## src/pkg/memsup_pkg.sv

```systemverilog
// shared constants and carriers for the memory support port strap loader
`default_nettype none
package memsup_pkg;
  localparam int unsigned CLK_HZ          = 50000000;
  localparam int unsigned SK_HALF_NS      = 1000;   // least half period of the serial rom clock
  localparam int unsigned SK_HALF_CYC     = (SK_HALF_NS * (CLK_HZ / 1000000) + 999) / 1000;
  localparam int unsigned ROM_WORDS       = 16;     // words read from the serial rom
  localparam int unsigned ROM_AW          = 4;
  localparam int unsigned ACCESS_CYC      = 5;      // strobe length covers the pin synchroniser
  localparam logic [2:0]  ROM_READ_OP     = 3'h6;   // start bit plus read opcode
  localparam int unsigned BIT_SO          = 0;      // serial data out on data bit 0
  localparam int unsigned BIT_SI          = 1;      // serial data in on data bit 1
  localparam int unsigned BIT_SK          = 2;      // shift clock on data bit 2
  localparam logic [7:0]  STRAP_RESET     = 8'h00;
  localparam logic [15:0] WORD_RESET      = 16'h0000;

  typedef struct packed {
    logic [7:0] bank_a;
    logic [7:0] bank_b;
    logic [7:0] bank_c;
  } strap_type;

  typedef struct packed {
    logic        read;
    logic        write;
    logic        boot;    // access targets the boot rom
    logic        wide;    // 16-bit memory
    logic        compat;  // compatible address mode
    logic [15:0] addr;    // byte address
    logic [15:0] wdata;
  } mem_req_type;
endpackage
`default_nettype wire

```

## src/hdl/memsup_port.sv

```systemverilog
// memory support port: strap capture, serial rom load and external memory strobes
// Operation
// RULE1 - outside reset the low data byte serves buffer ram and boot rom
// RULE2 - during reset low data byte captured into strap bank a, pull-up reads one
// RULE3 - on reset release read the serial rom over three data lines
// RULE4 - loaded rom words are readable by the host at the rom window
// RULE5 - after the rom read data bits 0, 1 and 2 return to bus duty
// RULE6 - outside reset the high data byte serves buffer ram
// RULE7 - during reset high data byte captured into strap bank b
// RULE8 - during reset lower eight address lines captured into strap bank c
// RULE9 - outside reset drive address bits 1 to 15, sample straps only in reset
// RULE10 - 8-bit memory puts byte address bit 0 on line 13 or 15
// RULE11 - read strobe moves ram data into the device
// RULE12 - write strobe moves device data into ram
// RULE13 - boot rom select asserted on every boot rom access
// RULE14 - separate ram selects for the low and high data halves
// RULE15 - serial rom select asserted while reading the serial rom after reset
// RULE16 - board ties the load-from-serial-rom input high to enable the load
// RULE17 - data lines undriven in reset, straps held until the next reset
// RULE18 - data lines driven only during write strobes; the code also drives data bits 0 and 2 while reading the serial rom
`default_nettype none
module memsup_port
  import memsup_pkg::*;
#(
  parameter int unsigned HALF_CYC = SK_HALF_CYC,
  parameter int unsigned WORDS    = ROM_WORDS
) (
  // clock, reset, enable
  input  wire logic        CLK,
  input  wire logic        RSTN,
  input  wire logic        CE,
  // board pins
  input  wire logic        LOAD_CFG_FROM_SERIAL_ROM,
  input  wire logic [15:0] MEM_DATA_IN,
  output logic      [15:0] MEM_DATA_OUT,
  output logic      [15:0] MEM_DATA_OE,
  input  wire logic [7:0]  MEM_ADDR_LOW_IN,
  output logic      [7:0]  MEM_ADDR_LOW_LINES,
  output logic             MEM_ADDR_LOW_OE,
  output logic      [6:0]  MEM_ADDR_HIGH_LINES,
  output logic             MEM_READ_STROBE,
  output logic             MEM_WRITE_STROBE,
  output logic             BOOT_ROM_SELECT,
  output logic             RAM_SELECT_LOW_HALF,
  output logic             RAM_SELECT_HIGH_HALF,
  output logic             SERIAL_ROM_SELECT,
  // core side
  input  wire mem_req_type MEM_REQ,
  output logic             MEM_READY,
  output logic             MEM_DONE,
  output logic      [15:0] MEM_RDATA,
  output strap_type        STRAPS,
  output logic             ROM_LOADED,
  input  wire logic [3:0]  ROM_INDEX,
  output logic      [15:0] ROM_WORD
);
  typedef enum {S_RESET, S_CMD, S_ADDR, S_DATA, S_IDLE, S_ACCESS} state_type;

  // synchronisers for pins: three stages, change accepted when stages two and three agree
  logic [24:0] sync1, sync2, sync3, pins_stable, next_pins_stable;
  logic [24:0] pins_raw;
  assign pins_raw = {LOAD_CFG_FROM_SERIAL_ROM, MEM_ADDR_LOW_IN, MEM_DATA_IN};

  always_comb begin
    next_pins_stable = pins_stable;
    for (int i = 0; i < 25; i++) begin
      if (sync2[i] == sync3[i]) next_pins_stable[i] = sync3[i];
    end
  end

  always_ff @(posedge CLK) begin
    if (CE) begin
      sync1       <= pins_raw;
      sync2       <= sync1;
      sync3       <= sync2;
      pins_stable <= next_pins_stable;
    end
  end

  logic [15:0] data_s;
  logic [7:0]  addr_s;
  logic        load_s;
  assign data_s = pins_stable[15:0];
  assign addr_s = pins_stable[23:16];
  assign load_s = pins_stable[24];

  // byte lane address mapping used only for the address line outputs
  function automatic logic [15:1] map_addr(input mem_req_type r);
    logic [15:1] a;
    a = r.addr[15:1];
    if (!r.wide) begin
      if (r.compat) a[13] = r.addr[0]; // [RULE10]
      else          a[15] = r.addr[0]; // [RULE10]
    end
    return a;
  endfunction

  state_type   state, next_state;
  strap_type   straps, next_straps;
  logic [15:0] rom [WORDS];
  logic [15:0] shift, next_shift;
  logic [15:0] wr_word;
  logic        wr_en;
  logic [3:0]  word_idx, next_word_idx;
  logic [4:0]  bit_cnt, next_bit_cnt;
  logic [15:0] half_cnt, next_half_cnt;
  logic        sk, next_sk, so, next_so;
  logic        loaded, next_loaded;
  mem_req_type req, next_req;
  logic [15:0] rdata, next_rdata;
  logic        done, next_done;

  // sequencer: strap capture, rom fetch, then memory accesses of fixed length
  always_comb begin
    next_state    = state;
    next_straps   = straps;
    next_shift    = shift;
    next_word_idx = word_idx;
    next_bit_cnt  = bit_cnt;
    next_half_cnt = half_cnt;
    next_sk       = sk;
    next_so       = so;
    next_loaded   = loaded;
    next_req      = req;
    next_rdata    = rdata;
    next_done     = 1'b0;
    wr_en         = 1'b0;
    wr_word       = {shift[14:0], data_s[BIT_SI]};
    case (state)
      S_RESET: begin
        // first enabled edge after reset: fetch the serial rom only when the board asks
        next_state = load_s ? S_CMD : S_IDLE; // [RULE3] [RULE16]
      end
      S_CMD, S_ADDR, S_DATA: begin
        if (half_cnt != 16'h0000) begin
          next_half_cnt = half_cnt - 16'h0001;
        end else begin
          next_half_cnt = 16'(HALF_CYC - 1);
          next_sk       = ~sk;
          if (!sk && state == S_DATA) begin
            // rising edge: sample serial data in, the last bit completes the word
            next_shift = wr_word; // [RULE3]
            wr_en      = (bit_cnt == 5'h00); // [RULE3]
          end else if (sk && bit_cnt != 5'h00) begin
            // falling edge: step to the next bit of the field
            next_bit_cnt = bit_cnt - 5'h01;
          end else if (sk) begin
            // falling edge after a field's last bit, so the shift clock ends low
            if (state == S_CMD) begin
              next_state   = S_ADDR;
              next_bit_cnt = 5'(ROM_AW - 1);
            end else if (state == S_ADDR) begin
              next_state   = S_DATA;
              next_bit_cnt = 5'h0F;
            end else if (word_idx == 4'(WORDS - 1)) begin
              next_state  = S_IDLE; // [RULE5]
              next_loaded = 1'b1;
            end else begin
              next_word_idx = word_idx + 4'h1;
              next_state    = S_CMD;
              next_bit_cnt  = 5'h02;
            end
          end
        end
      end
      S_IDLE: begin
        if (MEM_REQ.read || MEM_REQ.write) begin
          next_req      = MEM_REQ;
          next_half_cnt = 16'(ACCESS_CYC - 1);
          next_state    = S_ACCESS;
        end
      end
      S_ACCESS: begin
        // strobe held until the read data has crossed the pin synchroniser
        if (half_cnt != 16'h0000) begin
          next_half_cnt = half_cnt - 16'h0001;
        end else begin
          if (req.read) next_rdata = data_s; // [RULE11]
          next_done  = 1'b1;
          next_state = S_IDLE;
        end
      end
      default: next_state = S_IDLE;
    endcase
    // serial out is set up a whole half period before the rising edge that takes it
    if (next_state == S_CMD) next_so = ROM_READ_OP[next_bit_cnt[1:0]];
    else if (next_state == S_ADDR) next_so = next_word_idx[next_bit_cnt[1:0]];
    else next_so = 1'b0;
  end

  // registers; reset keeps capturing straps every cycle it is held
  always_ff @(posedge CLK) begin
    if (!RSTN) begin
      state    <= S_RESET;
      straps   <= '{bank_a: data_s[7:0], bank_b: data_s[15:8], bank_c: addr_s}; // [RULE2] [RULE7] [RULE8]
      shift    <= WORD_RESET;
      word_idx <= 4'h0;
      bit_cnt  <= 5'h02;
      half_cnt <= 16'(HALF_CYC - 1);
      sk       <= 1'b0;
      so       <= 1'b0;
      loaded   <= 1'b0;
      req      <= '0;
      rdata    <= WORD_RESET;
      done     <= 1'b0;
    end else if (CE) begin
      // enabled edge: every group takes its next value
      state    <= next_state;
      straps   <= next_straps; // [RULE17]
      shift    <= next_shift;
      word_idx <= next_word_idx;
      bit_cnt  <= next_bit_cnt;
      half_cnt <= next_half_cnt;
      sk       <= next_sk;
      so       <= next_so;
      loaded   <= next_loaded;
      req      <= next_req;
      rdata    <= next_rdata;
      done     <= next_done;
    end
  end

  // rom image storage, no reset needed: gated by the loaded flag
  always_ff @(posedge CLK) begin
    if (CE && RSTN && wr_en) rom[word_idx] <= wr_word;
  end

  logic rom_phase, acc;
  assign rom_phase = (state == S_CMD) || (state == S_ADDR) || (state == S_DATA);
  assign acc       = (state == S_ACCESS);

  // pin drive: nothing during reset, serial lines during fetch, write data only during write strobes
  always_comb begin
    MEM_DATA_OUT = 16'h0000;
    MEM_DATA_OE  = 16'h0000; // [RULE17]
    if (rom_phase) begin
      MEM_DATA_OUT[BIT_SO] = so;
      MEM_DATA_OUT[BIT_SK] = sk;
      MEM_DATA_OE[BIT_SO]  = 1'b1;
      MEM_DATA_OE[BIT_SK]  = 1'b1;
    end else if (acc && req.write && !req.read) begin
      // a read wins, so the bus stays released; boot rom sits on the low byte only
      MEM_DATA_OUT = req.wdata; // [RULE12]
      MEM_DATA_OE  = (req.wide && !req.boot) ? 16'hFFFF : 16'h00FF; // [RULE18] [RULE1] [RULE6]
    end
  end

  logic [15:1] a_map;
  assign a_map               = map_addr(req);
  assign MEM_ADDR_LOW_LINES  = a_map[8:1]; // [RULE9]
  assign MEM_ADDR_HIGH_LINES = a_map[15:9]; // [RULE9]
  assign MEM_ADDR_LOW_OE     = (state != S_RESET); // straps sampled only in reset [RULE9]
  assign MEM_READ_STROBE     = acc && req.read; // [RULE11]
  assign MEM_WRITE_STROBE    = acc && req.write && !req.read; // [RULE12]
  assign BOOT_ROM_SELECT     = acc && req.boot; // [RULE13]
  assign RAM_SELECT_LOW_HALF  = acc && !req.boot; // [RULE14]
  assign RAM_SELECT_HIGH_HALF = acc && !req.boot && req.wide; // [RULE14]
  assign SERIAL_ROM_SELECT   = rom_phase; // [RULE15]
  assign MEM_READY           = (state == S_IDLE);
  assign MEM_DONE            = done;
  assign MEM_RDATA           = rdata;
  assign STRAPS              = straps;
  assign ROM_LOADED          = loaded;
  assign ROM_WORD            = loaded ? rom[ROM_INDEX] : WORD_RESET; // [RULE4]
endmodule
`default_nettype wire

```

## config.mk

```make
export PLATFORM = sky130hd
export DESIGN_NAME = memsup_port
export DESIGN_NICKNAME = d
export VERILOG_FILES = /design/src/pkg/memsup_pkg.sv /design/src/hdl/memsup_port.sv
export SDC_FILE = /design/constraint.sdc
export NUM_CORES = 1
export LEC_CHECK = 0
export BUFFER_PORTS_ARGS = -buffer_cell sky130_fd_sc_hd__buf_2
export CORE_ASPECT_RATIO = 0.8
export CORE_UTILIZATION = 63
export DETAILED_ROUTE_END_ITERATION = 10
export PLACE_DENSITY = 0.84
export SYNTH_ARGS = -nofsm -noshare
export SYNTH_HDL_FRONTEND = slang
export SYNTH_SLANG_ARGS = --single-unit
```

## constraint.sdc

```tcl
create_clock -name CLK -period 14.8 [get_ports CLK]
set_input_delay 4.44 -clock CLK [delete_from_list [all_inputs] [get_ports CLK]]
set_output_delay 4.44 -clock CLK [all_outputs]
set_load 0.05 [all_outputs]
```

Word level (Yosys, flattened, before mapping)
Memory sizes are Yosys's and may differ from the RTL's.
Cells that the tools add are included.
- flip-flop bits (word level): 253
- bits in latches: 0
- RAM bits: 256
- ROM bits: 0
- output and inout port bits: 113
- logic and storage cells: 218
- memories kept: 1
- memory list (memory ; words ; width ; rd ports ; clocked after memory_dff ; write ports ; line ; text):
    rom ; 16 ; 16 ; 1 ; 0 ; 1 ; memsup_port.sv:100 ; logic [15:0] rom [WORDS];
- $add $sub $neg: 3
- $mul: 0
- divide/modulo/power cells: 0
- magnitude comparators: 1
- equal/unequal tests: 41
- shift-type cells: 0
- mux-type cells: 60
- bitwise operators: 6
- reduce and logical (&&, ||, !) cells: 57
- operators with widths (kind ; number):
    $mux W32 ; 6
    $eq A32 B3 Y1 const B ; 5
    $eq A32 B2 Y1 const B ; 4
    $pmux W32 S4 ; 1
    $mux W16 ; 7
    $eq A32 B4 Y1 const B ; 2
    $reduce_and A2 Y1 ; 25
    $pmux W16 S3 ; 1
    $eq A32 B1 Y1 const B ; 1
    $logic_not A32 Y1 ; 1
    $mux W4 ; 8
    $reduce_bool A32 Y1 ; 1
    $mux W13 ; 2
    $eq A1 B1 Y1 ; 25
    $mux W5 ; 5
    $mux W1 ; 21
    $reduce_bool A16 Y1 ; 1
    $sub A16 B1 Y16 const B ; 1
    $mux W3 ; 4
    $reduce_and A4 Y1 ; 3
    $logic_and A1 B1 Y1 ; 11
    $reduce_and A9 Y1 ; 1
    $mux W2 ; 3
    $not A1 Y1 ; 6
    other kinds (16) ; 23

Depth between registers and ports, before layout
Gate-level depths: netlist of run 1.
- word-level depth: 13
- mapped depth: 11

Least setup slack after synthesis of run 1
Ideal clock, no wire load.
- kind: input-to-output
- start point: input ROM_INDEX[0]
- end point: output ROM_WORD[0]
- data arrival time: 6697 ps
- slack: 3663 ps
- stages on the path: 5
- path buffers: 2
- cells stage by stage: clkbuf_1 buf_1 mux4_2 mux4_2 and2_1
- cells in the longest elaborated chain, start to end: 2
- ends and longest elaborated chain (what ; line ; text):
    start, declared ; memsup_port.sv:54 ; input wire logic [3:0] ROM_INDEX,
    $mem_v2 Z16 W16 ; -- ;
    $mux W16 ; memsup_port.sv:264 ; assign ROM_WORD = loaded ? rom[ROM_INDEX] : WORD_RESET;
    end, declared ; memsup_port.sv:55 ; output logic [15:0] ROM_WORD
Every way passes these cells.

Worst setup path in the final report of run 1
- start point: input ROM_INDEX[0]
- end point: output ROM_WORD[1]
Same word-level chain as after synthesis.

==> results of run 1 <==
[state kept, by name (all words and copies together) (netlist names), 24 cells and up]
register	flops
req	24
rom	256
sync2	25
sync3	25
sync1	25
state	32
pins_stable	25
STRAPS	24
[layer usage]
metal,vias up,GRT usage
met5,-,0
met4,0,0.1076
met3,125,0.05712
met2,632,0.4607
met1,5714,0.3716
li1,5071,-
[power groups by stage]
stage / clock network [mW] / logic (mW) / registers [mW]
floorplan: 0 / 0.0765 / 1.61
global placement: 0 / 0.117 / 1.60
detailed placement: 0 / 0.122 / 1.60
CTS: 1.27 / 0.123 / 1.57
global route: 1.33 / 0.132 / 1.57
finish: 1.26 / 0.123 / 1.57
[layout by cell type, fill, tap and decap left out, drive strengths merged, types with 6 or more instances in the layout]
cell type	Yosys	layout
clkbuf	42	67
nand4	11	11
xor2	6	6
xnor2	32	32
and2	93	93
ha	8	8
nor4	17	17
nand3	15	15
or3	8	8
buf	44	204
inv	10	13
o21ai	17	17
edfxtp	380	380
dfxtp	129	129
mux4	80	80
nand2	169	169
clkinv	0	13
nand2b	7	7
nor2	50	50
nor3	16	16
o211ai	6	6
a21oi	80	80
[cells in the mapped netlist (4+ instances only)]
cell type / n / area (um2)
a21oi_1: 80 / 400.4
and2_1: 93 / 581.8
and3_1: 5 / 31.28
buf_1: 11 / 41.29
buf_2: 7 / 35.03
buf_4: 26 / 195.2
clkbuf_1: 42 / 157.7
dfxtp_1: 129 / 2582
edfxtp_1: 380 / 11410
ha_1: 8 / 100.1
inv_1: 10 / 37.54
mux2_2: 4 / 45.04
mux2i_1: 5 / 50.05
mux4_2: 80 / 1802
nand2_1: 169 / 634.4
nand2b_1: 7 / 43.79
nand3_1: 15 / 75.07
nand4_1: 9 / 56.30
nor2_1: 50 / 187.7
nor3_1: 15 / 75.07
nor4_1: 6 / 37.54
nor4_2: 7 / 87.58
nor4_4: 4 / 85.08
o211ai_1: 5 / 37.54
o21ai_0: 13 / 65.06
o21ai_1: 4 / 20.02
or2_2: 5 / 31.28
or3_1: 8 / 50.05
xnor2_1: 32 / 280.3
xor2_1: 6 / 52.55
[worst paths after layout]
check	start	end	slack, ns	cells after the start
worst max-delay path	ROM_INDEX[0]	ROM_WORD[1]	3.25	6
worst min-delay path	sync1[3]	sync2[3]	0.42	0
worst max register to register	state[27]	rom[6][2]	10.62	9
worst min register to register	sync1[3]	sync2[3]	0.42	0
[kinds of logic after synthesis]
family / Yosys count
and+or+nand+nor: 416
DFF: 509
xor gates and xnor gates: 38
buffers and inverters: 96
adders and majority gates: 8
muxes: 90
AOI/OAI and AO/OA: 125
[worst max-delay path: cells and delay by family]
family	cells	cell delay (ns)
buf+inv	3	1.33
mux	2	1.11
simple gates	1	0.20
[cell type report]
cell class,count,area (um2)
repair buffers,204,1084
fillers,1777,8028
well taps,413,516.7
flip-flops and latches,509,13990
inverters,10,38.79
multi-input cells,677,5304
clock inverters,21,284.0
clock buffers,67,1343
diodes,2,5.005
==> impl_metrics.env, run 1 <==
export IMPL_outcome="completed"
export IMPL_io_buffer_count=181
export IMPL_final_util=0.7376
export IMPL_grt_pass1_vias=11612
export IMPL_path_clk_slew_ns=0.06
export IMPL_p_int_mw=2.325
export IMPL_top_layer="met4"
export IMPL_root_buffer="clkbuf_16"
export IMPL_dp_hpwl_um=25680
export IMPL_post_cts_setup_buffers=0
export IMPL_grt_first_pass_wirelength_um=66630
export IMPL_yosys_warnings=0
export IMPL_tightest_slew_ns=1.211
export IMPL_max_cap_violations=0
export IMPL_cts_repair_resized=0
export IMPL_worstPathArrival_ns=7.11
export IMPL_crit_path_top_delay_cell="buf_4"
export IMPL_cts_buffers=47
export IMPL_dp_slack_ns=3.206
export IMPL_syn_to_final_growth_pct=14.34
export IMPL_cts_tree="built"
export IMPL_slew_headroom=0.1926
export IMPL_viasPerCell=6.065
export IMPL_finalHoldViolations=0
export IMPL_synth_top_family_by_area="simple AND/OR/NAND/NOR gates"
export IMPL_rows=57
export IMPL_power_density_nw_per_um2=130.6
export IMPL_post_dp_cell_area_um2=20930
export IMPL_drive_above_1_share=0.2681
export IMPL_power_mw=2.948
export IMPL_synthAdderAreaFrac=0.005071
export IMPL_cp_slowest_stage_delay_ns=0.77
export IMPL_p_clk_frac=0.426
export IMPL_antenna_found_initial=1
export IMPL_p_leak_nw=8.464
export IMPL_synth_simple_area_share=0.1120
export IMPL_met2_length_um=22120
export IMPL_worst_path_max_fanout=44
export IMPL_avgSynthCellArea_um2=15.40
export IMPL_drc=0
export IMPL_power_frac_comb=0.042
export IMPL_synth_seq_cells=509
export IMPL_rsz0062_at_grt="no"
export IMPL_holdBufCountCts=0
export IMPL_synth_compound_area_frac=0.03658
export IMPL_whs_ns=0.4160
export IMPL_clock_sinks=509
export IMPL_ys_seq_area_frac=0.7090
export IMPL_worst_hold_path_type="flip-flop to flip-flop"
export IMPL_setup_tns_ns=0
export IMPL_crit_type="input port to primary output"
export IMPL_p_switching_mw=0.6229
export IMPL_clock_skew_ns=0.01736
export IMPL_grt_usage=0.2804
export IMPL_place_congestion=0.8413
export IMPL_place_inst=1813
export IMPL_clockBufferDepth=3
export IMPL_worst_setup_path_end_kind="primary output"
export IMPL_finalSetupViolCount=0
export IMPL_drt_iter0_drc=1215
export IMPL_layout_nets=1526
export IMPL_power_frac_seq=0.532
export IMPL_netlist_instances=1282
export IMPL_vias=11542
export IMPL_vdd_ir_drop_worst_mv=0.1199
export IMPL_wl_met1_um=16450
export IMPL_die_w_um=199.9
export IMPL_worstPathRequired_ns=10.36
export IMPL_stdcell_area_um2=22570
export IMPL_ys_flop_type="edfxtp_1"
export IMPL_initial_core_util=0.6451
export IMPL_timing_fmax_ghz=0.08660
export IMPL_async_flop_share=0
export IMPL_fin_crit_ns=11.55
export IMPL_synth_nets=1359
export IMPL_ios=182
export IMPL_die_area_um2=32050
export IMPL_setup_slack_ns=3.252
export IMPL_drv_slew=0
export IMPL_synthXorXnorAreaFrac=0.01686
export IMPL_synth_edf_count=380
export IMPL_ant_nets=0
export IMPL_start_kind="input port"
export IMPL_synthMuxAreaShare=0.09686
export IMPL_die_h_um=160.3
export IMPL_dr_pass1_iters=7
export IMPL_synth_distinct_cells=64
export IMPL_layout_cells_non_filler=1903
export IMPL_syn_cell_area_um2=19740
export IMPL_clkLatencyLatePin_ns=0.56
export IMPL_grt_max_degree=92
export IMPL_htreeDepth=2
export IMPL_design_core_area_um2=30600
export IMPL_routed_wl_um=43780
export IMPL_gr_total_overflow=0
export IMPL_period_share=0.7802
export IMPL_route_met3_wl_um=3659
export IMPL_worstPathCellList="buf_4, buf_4, mux4_2, mux4_2, and2_1, buf_2"
export IMPL_wl_per_cell_um=23.01
export IMPL_switching_share=0.2113
Power figures use the tool's default switching activity.
==> inputs of run 2 (changes only) <==
--- a/config.mk
+++ b/config.mk
@@ -7,9 +7,9 @@
 export LEC_CHECK = 0
 export BUFFER_PORTS_ARGS = -buffer_cell sky130_fd_sc_hd__buf_2
 export CORE_ASPECT_RATIO = 0.8
-export CORE_UTILIZATION = 63
+export CORE_UTILIZATION = 59
 export DETAILED_ROUTE_END_ITERATION = 10
-export PLACE_DENSITY = 0.84
+export PLACE_DENSITY = 0.79
 export SYNTH_ARGS = -nofsm -noshare
 export SYNTH_HDL_FRONTEND = slang
 export SYNTH_SLANG_ARGS = --single-unit
==> constraint.sdc (replaced) <==
create_clock -name CLK -period 11.03 [get_ports CLK]
set_input_delay 3.309 -clock CLK [delete_from_list [all_inputs] [get_ports CLK]]
set_output_delay 3.309 -clock CLK [all_outputs]
set_load 0.05 [all_outputs]
==> run 2 against run 1 <==
  * First-iteration DRC count decreased by 13%
  * Via count decreased by 2.3%
  * Clock-buffer cell count decreased by 2
  * Critical path type unchanged
  * Highest routed layer unchanged
  * Register-to-register slack got worse by 3.4 ns
  * Sequential share of layout area decreased by 0.21 points
==> impl_metrics.env, run 2 (synthesis results as in run 1) <==
export IMPL_r2r_end="rom[5][5]"
export IMPL_crit_start="ROM_INDEX[0]"
export IMPL_die_area_um2=34190
export IMPL_holdBufCountCts=0
export IMPL_p_leak_nw=8.492
export IMPL_fillers=2132
export IMPL_drt_iter0_drc=1053
export IMPL_largest_reg_flops=256
export IMPL_root_buffer="clkbuf_16"
export IMPL_slew_headroom=0.2235
export IMPL_htreeDepth=2
export IMPL_grtUsageMet3=0.04376
export IMPL_ant_nets=0
export IMPL_layout_cells_non_filler=1919
export IMPL_fin_crit_ns=9.144
export IMPL_io_buffer_count=181
export IMPL_clock_skew_ns=0.01926
export IMPL_reg_largest_list="rom x256, state x32"
export IMPL_worst_path_max_fanout=42
export IMPL_finalHoldViolations=0
export IMPL_outcome="completed"
export IMPL_vias=11275
export IMPL_path_clk_slew_ns=0.06
export IMPL_power_density_nw_per_um2=176.3
export IMPL_clkLatencyLatePin_ns=0.57
export IMPL_period_share=0.8290
export IMPL_use_met1=0.3308
export IMPL_drc=0
export IMPL_antenna_found_initial=1
export IMPL_cts_tree="built"
export IMPL_cts_repair_resized=0
export IMPL_drv_slew=0
export IMPL_grt_util_met2=0.4029
export IMPL_cts_buffers=48
export IMPL_grt_first_pass_wirelength_um=61960
export IMPL_start_kind="input port"
export IMPL_crit_type="input port to primary output"
export IMPL_post_cts_setup_buffers=0
export IMPL_wl_per_cell_um=21.34
export IMPL_viasPerCell=5.875
export IMPL_p_switching_mw=0.8251
export IMPL_min_from="sync1[1]"
export IMPL_max_cap_violations=0
export IMPL_place_inst=1828
export IMPL_r2r_cells=11
export IMPL_regMostFlops="rom"
export IMPL_power_frac_comb=0.041
export IMPL_seq_area_um2=13990
export IMPL_tightest_slew_ns=1.149
export IMPL_die_w_um=206.5
export IMPL_initial_core_util=0.6036
export IMPL_layout_common_cells="380 x edfxtp_1, 179 x buf_2, 169 x nand2_1"
export IMPL_finalSetupViolCount=0
export IMPL_power_frac_seq=0.527
export IMPL_syn_to_final_growth_pct=14.72
export IMPL_design_core_area_um2=32700
export IMPL_vdd_ir_drop_worst_mv=0.1437
export IMPL_rrSetupSlack_ns=7.23
export IMPL_layout_nets=1529
export IMPL_worst_hold_path_type="flip-flop to flip-flop"
export IMPL_gr_total_overflow=0
export IMPL_setup_tns_ns=0
export IMPL_whs_path_depth=0
export IMPL_rsz0062_at_grt="no"
export IMPL_clockBufferDepth=3
export IMPL_worstPathRequired_ns=7.72
export IMPL_rows=59
export IMPL_drive_above_1_share=0.2683
export IMPL_place_congestion=0.8208
export IMPL_die_h_um=165.6
export IMPL_final_common_cell="edfxtp_1"
export IMPL_worstPathArrival_ns=5.83
export IMPL_p_int_mw=3.167
export IMPL_switching_share=0.2067
export IMPL_dr_pass1_iters=7
export IMPL_dp_hpwl_um=23950
export IMPL_timing_fmax_ghz=0.1094
export IMPL_busiest_layer="met2"
export IMPL_grt_max_degree=85
export IMPL_grt_pass1_vias=10898
export IMPL_timing_rr_start="half_cnt[0]"
export IMPL_hold_end="sync2[1]"
export IMPL_grt_usage=0.2437
export IMPL_ios=182
export IMPL_routed_wl_um=40950
export IMPL_worst_setup_path_end_kind="primary output"
export IMPL_multi_input_area_um2=5301
export IMPL_p_clk_frac=0.432
export IMPL_clock_sinks=509
==> run 2: cell types whose count changed in the layout (fill, tap and decap cells not counted), sizes merged <==
| cell | before | now |
|---|---|---|
| clkbuf | 67 | 65 |
| clkinv | 13 | 14 |
| bufinv | 5 | 7 |
| inv | 13 | 12 |
| diode | 2 | 1 |
| buf | 204 | 206 |
| clkinvlp | 0 | 1 |
==> run 2: power by group through the flow <==
stage / combinational, mW / sequential (mW) / clock (mW)
final: 0.164 / 2.10 / 1.72
after global routing: 0.176 / 2.11 / 1.82
after CTS: 0.164 / 2.10 / 1.75
after detailed placement: 0.163 / 2.15 / 0
after global placement: 0.158 / 2.14 / 0
after floorplan: 0.103 / 2.16 / 0
==> run 2: worst max-delay path by stage <==
stage	endpoint	slack [ns]
after floorplan	ROM_WORD[0]	2.16
after global placement	ROM_WORD[14]	1.96
after detailed placement	ROM_WORD[14]	1.86
after global routing	ROM_WORD[14]	1.74
final	ROM_WORD[14]	1.89
after CTS	ROM_WORD[14]	1.83
==> run 2: stage by stage <==
stage | hold slack [ns] | instance area (um2) | power [mW] | setup WS (ns) | utilization
after CTS | 0.4186 | 22630 | 4.016 | 1.834 | 0.6921
final | 0.4159 | 22640 | 3.992 | 1.886 | 0.6924
after detailed placement | 0.4045 | 20960 | 2.308 | 1.863 | 0.6409
after global routing | 0.4230 | 22640 | 4.108 | 1.740 | 0.6924
after floorplan | 0.4003 | 19740 | 2.258 | 2.155 | -
after global placement | 0.4011 | 20960 | 2.301 | 1.962 | 0.6409
==> run 2: layer usage <==
metal | vias to the layer above | share of wire
met4 | 0 | 0.023
li1 | 5082 | -
met5 | - | 0
met2 | 512 | 0.49
met3 | 84 | 0.075
met1 | 5597 | 0.41
==> run 2: critical path, cell delays in order <==
cell and delay (ns):
buf_4 0.65, buf_4 0.38, mux4_2 0.54, mux4_2 0.50, and2_1 0.21, buf_2 0.23
==> run 2: cell type report <==
class,instances,area share
sequential,509,0.6180
inverter,10,0.001713
clock inverter,24,0.01453
timing repair buffer,206,0.04852
tap,427,0.02360
multi-input combinational,677,0.2341
antenna,1,0.0001105
clock buffer,65,0.05940
